[config.mk]
export PLATFORM = sky130hd
export DESIGN_NAME = octal_switch_spi_diagnosis
export DESIGN_NICKNAME = d
export VERILOG_FILES = /design/src/verilog/switch_diag_pkg.sv /design/src/verilog/octal_switch_spi_diagnosis.sv
export SDC_FILE = /design/constraint.sdc
export NUM_CORES = 1
export LEC_CHECK = 0
export CORE_MARGIN = 4
export CORE_UTILIZATION = 30
export DETAILED_ROUTE_END_ITERATION = 10
export DONT_BUFFER_PORTS = 1
export GPL_TIMING_DRIVEN = 0
export MAX_ROUTING_LAYER = met4
export PLACE_DENSITY_LB_ADDON = 0.2
export REMOVE_ABC_BUFFERS = 1
export SYNTH_ARGS = -nofsm -noshare
export SYNTH_HDL_FRONTEND = slang
export SYNTH_SLANG_ARGS = --single-unit
[constraint.sdc]
create_clock -name clk_sys -period 2.45 [get_ports clk_sys]
set_input_delay 0.6125 -clock clk_sys [delete_from_list [all_inputs] [get_ports clk_sys]]
set_output_delay 0.6125 -clock clk_sys [all_outputs]
set_load 0.03 [all_outputs]
[src/verilog/switch_diag_pkg.sv]
// shared constants and types for the octal switch serial diagnosis block
package switch_diag_pkg;
    // ********************************************************************
    // frame layout
    // ********************************************************************
    localparam int          CHANNELS        = 8;
    localparam int          BYTE_BITS       = 8;
    localparam int          FRAME_BITS      = 16;
    localparam int          PAR_CHANNELS    = 4;
    localparam logic [4:0]  FRAME_CLOCKS    = 5'h10;
    localparam logic [4:0]  CLOCKS_SAT      = 5'h11;
    localparam logic [4:0]  CLOCKS_ZERO     = 5'h00;
    localparam logic [7:0]  CTRL_DIAG_ONLY  = 8'h00;
    localparam logic [7:0]  CTRL_ALL_ON     = 8'hff;
    localparam logic [7:0]  LATCH_RESET     = 8'h00;
    // ********************************************************************
    // two-bit diagnosis codes, first bit sent is bit 1
    // ********************************************************************
    localparam logic [1:0]  CODE_OK         = 2'h3;
    localparam logic [1:0]  CODE_LIMIT      = 2'h2;
    localparam logic [1:0]  CODE_OPEN       = 2'h1;
    localparam logic [1:0]  CODE_SHORT_GND  = 2'h0;
    localparam logic [15:0] DIAG_CLEAR      = 16'hffff;

    typedef struct packed {
        logic [7:0] ctrl;
        logic [7:0] data;
    } frame_type;

    typedef struct packed {
        logic [CHANNELS-1:0] limit_active;
        logic [CHANNELS-1:0] open_load;
        logic [CHANNELS-1:0] short_to_ground;
    } detect_type;
endpackage

[src/verilog/octal_switch_spi_diagnosis.sv]
// serial control, diagnosis capture and fault flag of an octal switch
// Operation
// - fault flag pin driven low as soon as any channel reports an error
// - a channel fault is captured into the diagnosis register at once
// - a newer error on a channel overwrites its older captured code
// - serial output stays undriven while chip select is high
// - with chip select low, diagnosis bits shift out one per clock
// - rising chip select clears captured error codes, except on channels still reporting a fault
// - two diagnosis bits per channel, sixteen bits per frame
// - channel without fault reports both bits high
// - active current limiter reports high then low
// - open load reports low then high
// - short to ground reports both bits low
// - control ff applies data; channels one to four need parallel input
// - any nonzero control byte applies the data byte
// - zero control byte leaves outputs unchanged, diagnosis still sent
// - output switching starts at chip select rising edge
// - frame is control byte first, then data byte
// - frame taken only with exactly sixteen serial clocks
// - input sampled on falling clock, output changes on rising, msb first
// - chip select falling loads diagnosis into the shift register
`timescale 1ns/1ns
module octal_switch_spi_diagnosis
    import switch_diag_pkg::*;
#(
    parameter int BUF_DEPTH = 2
)(
    input  wire logic                    clk_sys,
    input  wire logic                    rst,
    input  wire logic                    cs_n,
    input  wire logic                    sclk,
    input  wire logic                    si,
    output logic                         so_out,
    output logic                         so_oe,
    output logic                         fault_out,
    output logic                         fault_oe,
    input  wire detect_type              detect,
    input  wire logic [PAR_CHANNELS-1:0] parallel_channel_input,
    input  wire logic                    stage_ready,
    output logic [CHANNELS-1:0]          channel_on
);
    localparam int PTR_W = (BUF_DEPTH > 1) ? $clog2(BUF_DEPTH) : 1;
    localparam int CNT_W = PTR_W + 1;
    localparam logic [CNT_W-1:0] BUF_FULL  = CNT_W'(BUF_DEPTH);
    localparam logic [CNT_W-1:0] BUF_EMPTY = '0;
    if (BUF_DEPTH < 2 || (BUF_DEPTH & (BUF_DEPTH - 1)) != 0)
    begin : g_bad_depth
        $error("BUF_DEPTH must be a power of two, at least two");
    end
    // ********************************************************************
    // pin edge detection (pins are synchronous to clk_sys)
    // ********************************************************************
    logic cs_q;
    logic sclk_q;
    logic cs_fall;
    logic cs_rise;
    logic sclk_rise;
    logic sclk_fall;

    always_ff @(posedge clk_sys)
    begin
        if (rst)
        begin
            cs_q   <= 1'b1;
            sclk_q <= 1'b0;
        end
        else
        begin
            cs_q   <= cs_n;
            sclk_q <= sclk;
        end
    end

    assign cs_fall   = cs_q & ~cs_n;
    assign cs_rise   = ~cs_q & cs_n;
    // clock edges only count inside a frame; sclk is ignored with cs high
    assign sclk_rise = ~cs_n & ~cs_q & ~sclk_q & sclk;
    assign sclk_fall = ~cs_n & ~cs_q & sclk_q & ~sclk;
    // ********************************************************************
    // per-channel code from the detectors and diagnosis capture
    // ********************************************************************
    logic [CHANNELS-1:0][1:0] diag;
    logic [CHANNELS-1:0][1:0] new_code;
    logic [CHANNELS-1:0]      live_fault;

    for (genvar ch = 0; ch < CHANNELS; ch++)
    begin : g_chan
        // limiter outranks open load, open load outranks short to ground
        always_comb
        begin
            if (detect.limit_active[ch])
                new_code[ch] = CODE_LIMIT;
            else if (detect.open_load[ch])
                new_code[ch] = CODE_OPEN;
            else if (detect.short_to_ground[ch])
                new_code[ch] = CODE_SHORT_GND;
            else
                new_code[ch] = CODE_OK;
        end
        assign live_fault[ch] = (new_code[ch] != CODE_OK);

        // a fault in the clearing cycle survives the clear
        always_ff @(posedge clk_sys)
        begin
            if (rst)
                diag[ch] <= CODE_OK;
            else if (live_fault[ch])
                diag[ch] <= new_code[ch];
            else if (cs_rise)
                diag[ch] <= CODE_OK;
        end
    end
    // ********************************************************************
    // fault flag, open drain: enable high pulls the pin low
    // ********************************************************************
    always_ff @(posedge clk_sys)
    begin
        if (rst)
        begin
            fault_out <= 1'b0;
            fault_oe  <= 1'b0;
        end
        else
        begin
            fault_out <= 1'b0;
            fault_oe  <= (|live_fault) | (diag != DIAG_CLEAR);
        end
    end
    // ********************************************************************
    // transmit shift register and serial output
    // ********************************************************************
    logic [FRAME_BITS-1:0] tx_shift;
    always_ff @(posedge clk_sys)
    begin
        if (rst)
        begin
            tx_shift <= DIAG_CLEAR;
            so_out   <= 1'b1;
            so_oe    <= 1'b0;
        end
        else
        begin
            so_oe <= ~cs_n;
            if (cs_fall)
            begin
                tx_shift <= diag;
                so_out   <= diag[CHANNELS-1][1];
            end
            else if (sclk_rise)
            begin
                tx_shift <= {tx_shift[FRAME_BITS-2:0], 1'b1};
                so_out   <= tx_shift[FRAME_BITS-2];
            end
        end
    end
    // ********************************************************************
    // receive shift register and clock count
    // ********************************************************************
    frame_type  rx_frame;
    logic [4:0] clk_count;
    always_ff @(posedge clk_sys)
    begin
        if (rst)
        begin
            rx_frame  <= '0;
            clk_count <= CLOCKS_ZERO;
        end
        else if (cs_fall)
            clk_count <= CLOCKS_ZERO;
        else if (sclk_fall)
        begin
            rx_frame <= {rx_frame[FRAME_BITS-2:0], si};
            // saturate so a long frame never wraps back to sixteen
            if (clk_count != CLOCKS_SAT)
                clk_count <= clk_count + 5'h01;
        end
    end
    // ********************************************************************
    // frame decode; pending frame waits for a free buffer slot
    // ********************************************************************
    logic      frame_ok;
    logic      pending;
    frame_type pending_frame;
    logic      buf_ready;

    assign frame_ok = cs_rise && clk_count == FRAME_CLOCKS
                      && rx_frame.ctrl != CTRL_DIAG_ONLY;

    // a frame arriving while one still waits replaces it: newest wins
    always_ff @(posedge clk_sys)
    begin
        if (rst)
        begin
            pending       <= 1'b0;
            pending_frame <= '0;
        end
        else if (frame_ok)
        begin
            pending       <= 1'b1;
            pending_frame <= rx_frame;
        end
        else if (buf_ready)
            pending <= 1'b0;
    end
    // ********************************************************************
    // two-entry buffer toward the output stage
    // ********************************************************************
    frame_type          buf_mem [BUF_DEPTH];
    logic [PTR_W-1:0]   wr_ptr;
    logic [PTR_W-1:0]   rd_ptr;
    logic [CNT_W-1:0]   buf_count;
    logic               buf_push;
    logic               buf_pop;

    assign buf_ready = (buf_count != BUF_FULL);
    assign buf_push  = pending & buf_ready;
    assign buf_pop   = (buf_count != BUF_EMPTY) & stage_ready;

    always_ff @(posedge clk_sys)
    begin
        if (buf_push)
            buf_mem[wr_ptr] <= pending_frame;
    end

    always_ff @(posedge clk_sys)
    begin
        if (rst)
        begin
            wr_ptr    <= '0;
            rd_ptr    <= '0;
            buf_count <= BUF_EMPTY;
        end
        else
        begin
            if (buf_push)
                wr_ptr <= wr_ptr + PTR_W'(1);
            if (buf_pop)
                rd_ptr <= rd_ptr + PTR_W'(1);
            if (buf_push && !buf_pop)
                buf_count <= buf_count + CNT_W'(1);
            else if (buf_pop && !buf_push)
                buf_count <= buf_count - CNT_W'(1);
        end
    end
    // ********************************************************************
    // output latch and channel drive
    // ********************************************************************
    logic [CHANNELS-1:0] out_latch;
    logic [CHANNELS-1:0] par_mask;

    assign par_mask = {{(CHANNELS-PAR_CHANNELS){1'b1}},
                       parallel_channel_input};

    always_ff @(posedge clk_sys)
    begin
        if (rst)
        begin
            out_latch  <= LATCH_RESET;
            channel_on <= LATCH_RESET;
        end
        else
        begin
            if (buf_pop)
                out_latch <= buf_mem[rd_ptr].data;
            channel_on <= out_latch & par_mask;
        end
    end
    // ********************************************************************
    // assertions
    // ********************************************************************
    property p_fault_flag;
        @(posedge clk_sys) disable iff (rst)
        (|live_fault) |=> fault_oe && !fault_out;
    endproperty
    a_fault_flag: assert property (p_fault_flag)
        else $error("fault flag not pulled low after channel error");
    property p_capture;
        @(posedge clk_sys) disable iff (rst)
        live_fault[0] |=> diag[0] == $past(new_code[0]);
    endproperty
    a_capture: assert property (p_capture)
        else $error("channel one fault not captured");
    property p_overwrite;
        @(posedge clk_sys) disable iff (rst)
        (live_fault[2] && diag[2] != CODE_OK
            && new_code[2] != diag[2]) |=> diag[2] == $past(new_code[2]);
    endproperty
    a_overwrite: assert property (p_overwrite)
        else $error("newer error did not replace older code");
    property p_so_hiz;
        @(posedge clk_sys) disable iff (rst)
        cs_n [*2] |-> !so_oe;
    endproperty
    a_so_hiz: assert property (p_so_hiz)
        else $error("serial output driven while deselected");
    property p_shift;
        @(posedge clk_sys) disable iff (rst)
        sclk_rise |=> so_out == $past(tx_shift[FRAME_BITS-2]);
    endproperty
    a_shift: assert property (p_shift)
        else $error("serial output did not advance on clock rise");
    property p_clear;
        @(posedge clk_sys) disable iff (rst)
        (cs_rise && live_fault == '0) |=> diag == DIAG_CLEAR;
    endproperty
    a_clear: assert property (p_clear)
        else $error("diagnosis not cleared at chip select rise");
    property p_load;
        @(posedge clk_sys) disable iff (rst)
        cs_fall |=> tx_shift == $past(diag) && so_out == tx_shift[15];
    endproperty
    a_load: assert property (p_load)
        else $error("diagnosis not loaded at chip select fall");
    property p_accept;
        @(posedge clk_sys) disable iff (rst)
        (cs_rise && !pending && (clk_count != FRAME_CLOCKS
            || rx_frame.ctrl == CTRL_DIAG_ONLY)) |=> !pending;
    endproperty
    a_accept: assert property (p_accept)
        else $error("frame accepted with wrong count or control byte");
    property p_apply;
        @(posedge clk_sys) disable iff (rst)
        buf_pop |=> ##1 channel_on[7:4] == $past(buf_mem[rd_ptr].data[7:4], 2);
    endproperty
    a_apply: assert property (p_apply)
        else $error("upper channels did not follow data byte");

    c_accept: cover property (@(posedge clk_sys) disable iff (rst) frame_ok);
    c_diag_only: cover property (@(posedge clk_sys) disable iff (rst)
        cs_rise && clk_count == FRAME_CLOCKS
        && rx_frame.ctrl == CTRL_DIAG_ONLY);
    c_buf_full: cover property (@(posedge clk_sys) disable iff (rst)
        buf_count == BUF_FULL && pending);
endmodule // octal_switch_spi_diagnosis

==> flow_summary.yaml <==
timing:
  setup_ws_ps: 304
  finalSetupViolCount: 0
  finalCriticalPeriod_ps: 2150
  tightest_slew_ps: 1030
  hold_slack_ps: 354
  final_hold_viol_count: 0
  finClkSkew_ps: 6.28
  slew-limit-headroom: 0.312
  fmax_mhz: 466
  finalCritPeriodShare: 0.876
  slew_violations: 0
  rsz0062_at_grt: "no"
  setup_tns_ps: 0
pwr:
  p_per_area_nw_per_um2: 795
  power.total_mw: 3.54
  power_leakage_nw: 1.67
  ir_worst_vdd_mv: 0.321
final_layout:
  nets: 432
  syn_to_final_growth_pct: 12.0
  diodes: 0
  layout.cells.non_filler: 571
  drive_above_1_share: 0.0602
critical_path:
  crit_slowest_cell: "a2111oi_2"
  cp_data_required_time_ps: 2680
  cp_max_fo: 6
  cp_top_family: "compound AO/OA/AOI/OAI gates"
  endpoint_kind: "flop"
  slowest_delay_ps: 720
  crit_type: "reg2reg"
  crit_chain: "or3b_4, a2111oi_2, buf_4, mux2i_1, nor2_1"
  startpoint_type: "flop"
  worst-path-buf-inv: 1
  cp.arrival_ps: 2370
clock_network:
  htreeDepth: 3
  clock_path_buffers: 2
  clockRootBuffer: "clkbuf_16"
  cts-buffers-inserted: 9
  cts-hold-fix-buffers: 0
  post_cts_resized: 0
  insertion_delay_ps: 340
  tritoncts: "yes"
  path_clk_slew_ps: 70
  post_cts_buffers: 0
  cts.sinks: 102
logic_synthesis:
  synth.area.mux_share: 0.0806
  async_flop_share: 0
  ys_seq_elements: 102
  seq_area_frac_synth: 0.554
  synth_area_um2: 3980
  avgSynthCellArea_um2: 9.84
  synth_top_family_by_area: "simple AND/OR/NAND/NOR gates"
  yosys.area_share.xor_xnor: 0.0176
  netlist_instances: 404
  synth_flop_cell: "dfxtp_1"
  synth_warnings: 0
  yosys.area_share.simple: 0.161
  synth_top_cell_by_area: "dfxtp_1"
  synth_top_cell_area_share: 0.433
  synthTopCellsByArea: "dfxtp_1, edfxtp_1, mux2i_1, nor2_1, nand2_1"
  synth-edff-count: 16
  synth_fa_ha_area_frac: 0.0126
  ys_types: 37
  synth_compound_area_frac: 0.127
die:
  start_util: 0.311
  die_y_um: 123
  core_area_um2: 12800
  die_x_um: 123
  ios: 46
  die_area_um2: 15200
  rows: 41
status:
  status: "finished, final reports clean"
detailed_routing:
  drc: 0
  ant_nets: 0
  num_vias: 2634
  drtIter0Drc: 162
  drt_pre_antenna_iters: 4
  post_drt_wl_per_cell_um: 13.0
  routed_wirelength_um: 7400
  via_per_inst: 4.61
global_route:
  grt_pass1_wl_um: 12200
  grt_pass1_vias: 2490
  antenna_found_initial: 0
  grt_overflow: 0
  grt_max_degree: 82
  grt_usage: 0.105
job:
  drv_cap: 0
place:
  portBuffers: 0
  preCtsSetupSlack_ps: 265
  hpwl_um: 5090
  place_inst: 555
  place_congestion: 0.818
worst_hold_path:
  hold_class: "in2reg"
==> through the flow <==
stage          utilization  instance area [µm²]
2_1_floorplan            -                 3850
3_3_place_gp         0.318                 4070
3_5_place_dp         0.323                 4130
4_1_cts              0.348                 4450
5_1_grt              0.348                 4450
6_report             0.348                 4450
==> power by group <==
part | internal [mW] | total (mW) | switching (mW)
logic | 0.0981 | 0.189 | 0.0909
clock network | 0.905 | 1.53 | 0.620
registers | 1.76 | 1.83 | 0.0654
==> synthesized netlist by cell type (6+ instances only) <==
master and instances:
nand2_1 39, a211oi_1 8, xor2_1 6, a21oi_1 25, a211o_1 15, nor2_1 71, mux2i_1 32, nor2b_1 9
nor4_1 6, o21bai_1 10, inv_1 16, dfxtp_1 86, edfxtp_1 16, o31ai_1 6, nand4_1 6, clkbuf_1 17
==> layout make-up <==
cell class / count / area [µm²]
clock buffers: 10 / 229
clock inverters: 6 / 93.8
fillers: 1275 / 8320
inverters: 16 / 60.1
multi-input cells: 261 / 1600
flip-flops and latches: 102 / 2200
well taps: 172 / 215
repair buffers: 4 / 50.0
==> cell families after synthesis <==
logic type | count (synthesis)
xor+xnor | 8
fa+ha+maj | 4
simple gates | 143
compound gates | 73
flops | 102
other cells | 1
buf+inv | 41
mux | 32
==> final timing paths <==
kind	startpoint	endpoint	slack, ps	cells past startpoint
max	clk_count[2]	pending_frame[4]	300	5
min	cs_n	so_oe	350	1
max reg2reg	clk_count[2]	pending_frame[4]	300	5
min reg2reg	out_latch[1]	channel_on[1]	430	2
==> sequential cells by signal (all words and copies together), names as in the netlist <==
register and flops:
pending 1, clk_count 5, channel_on 8, so_out 1
rx_frame 16, rd_ptr 1, so_oe 1, tx_shift 15
cs_q 1, pending_frame 8, out_latch 8, fault_oe 1
buf_count 2, buf_mem 16, diag 16, sclk_q 1
wr_ptr 1
==> cell usage in the layout (no fill, tap or decap), drive strengths merged <==
cell type  netlist  routed
dfxtp           86      86
nor2            71      71
nand2           39      39
mux2i           32      32
a21oi           25      25
inv             16      18
edfxtp          16      16
a211o           15      15
o21bai          10      10
clkbuf          17      10
nor2b            9       9
a211oi           8       8
o31ai            6       6
nor4             6       6
nand4            6       6
xor2             6       6
ha               4       4
nand2b           4       4
buf              8       4
o21ai            3       3
nor4b            3       3
o21a             2       2
xnor2            2       2
bufinv           0       2
and3             1       1
and4b            1       1
a41oi            1       1
or4b             1       1
or3b             1       1
a2111oi          1       1
a31oi            1       1
or3              1       1
o211ai           1       1
conb             1       1
clkinvlp         0       1
clkinv           0       1
==> per-layer routing <==
layer / GRT usage / wire [µm]
met3: 0.0366 / 366
met5: - / 0
met4: 0.0381 / 42
met2: 0.153 / 3450
met1: 0.136 / 3540
(Power assumes the default switching activity.)
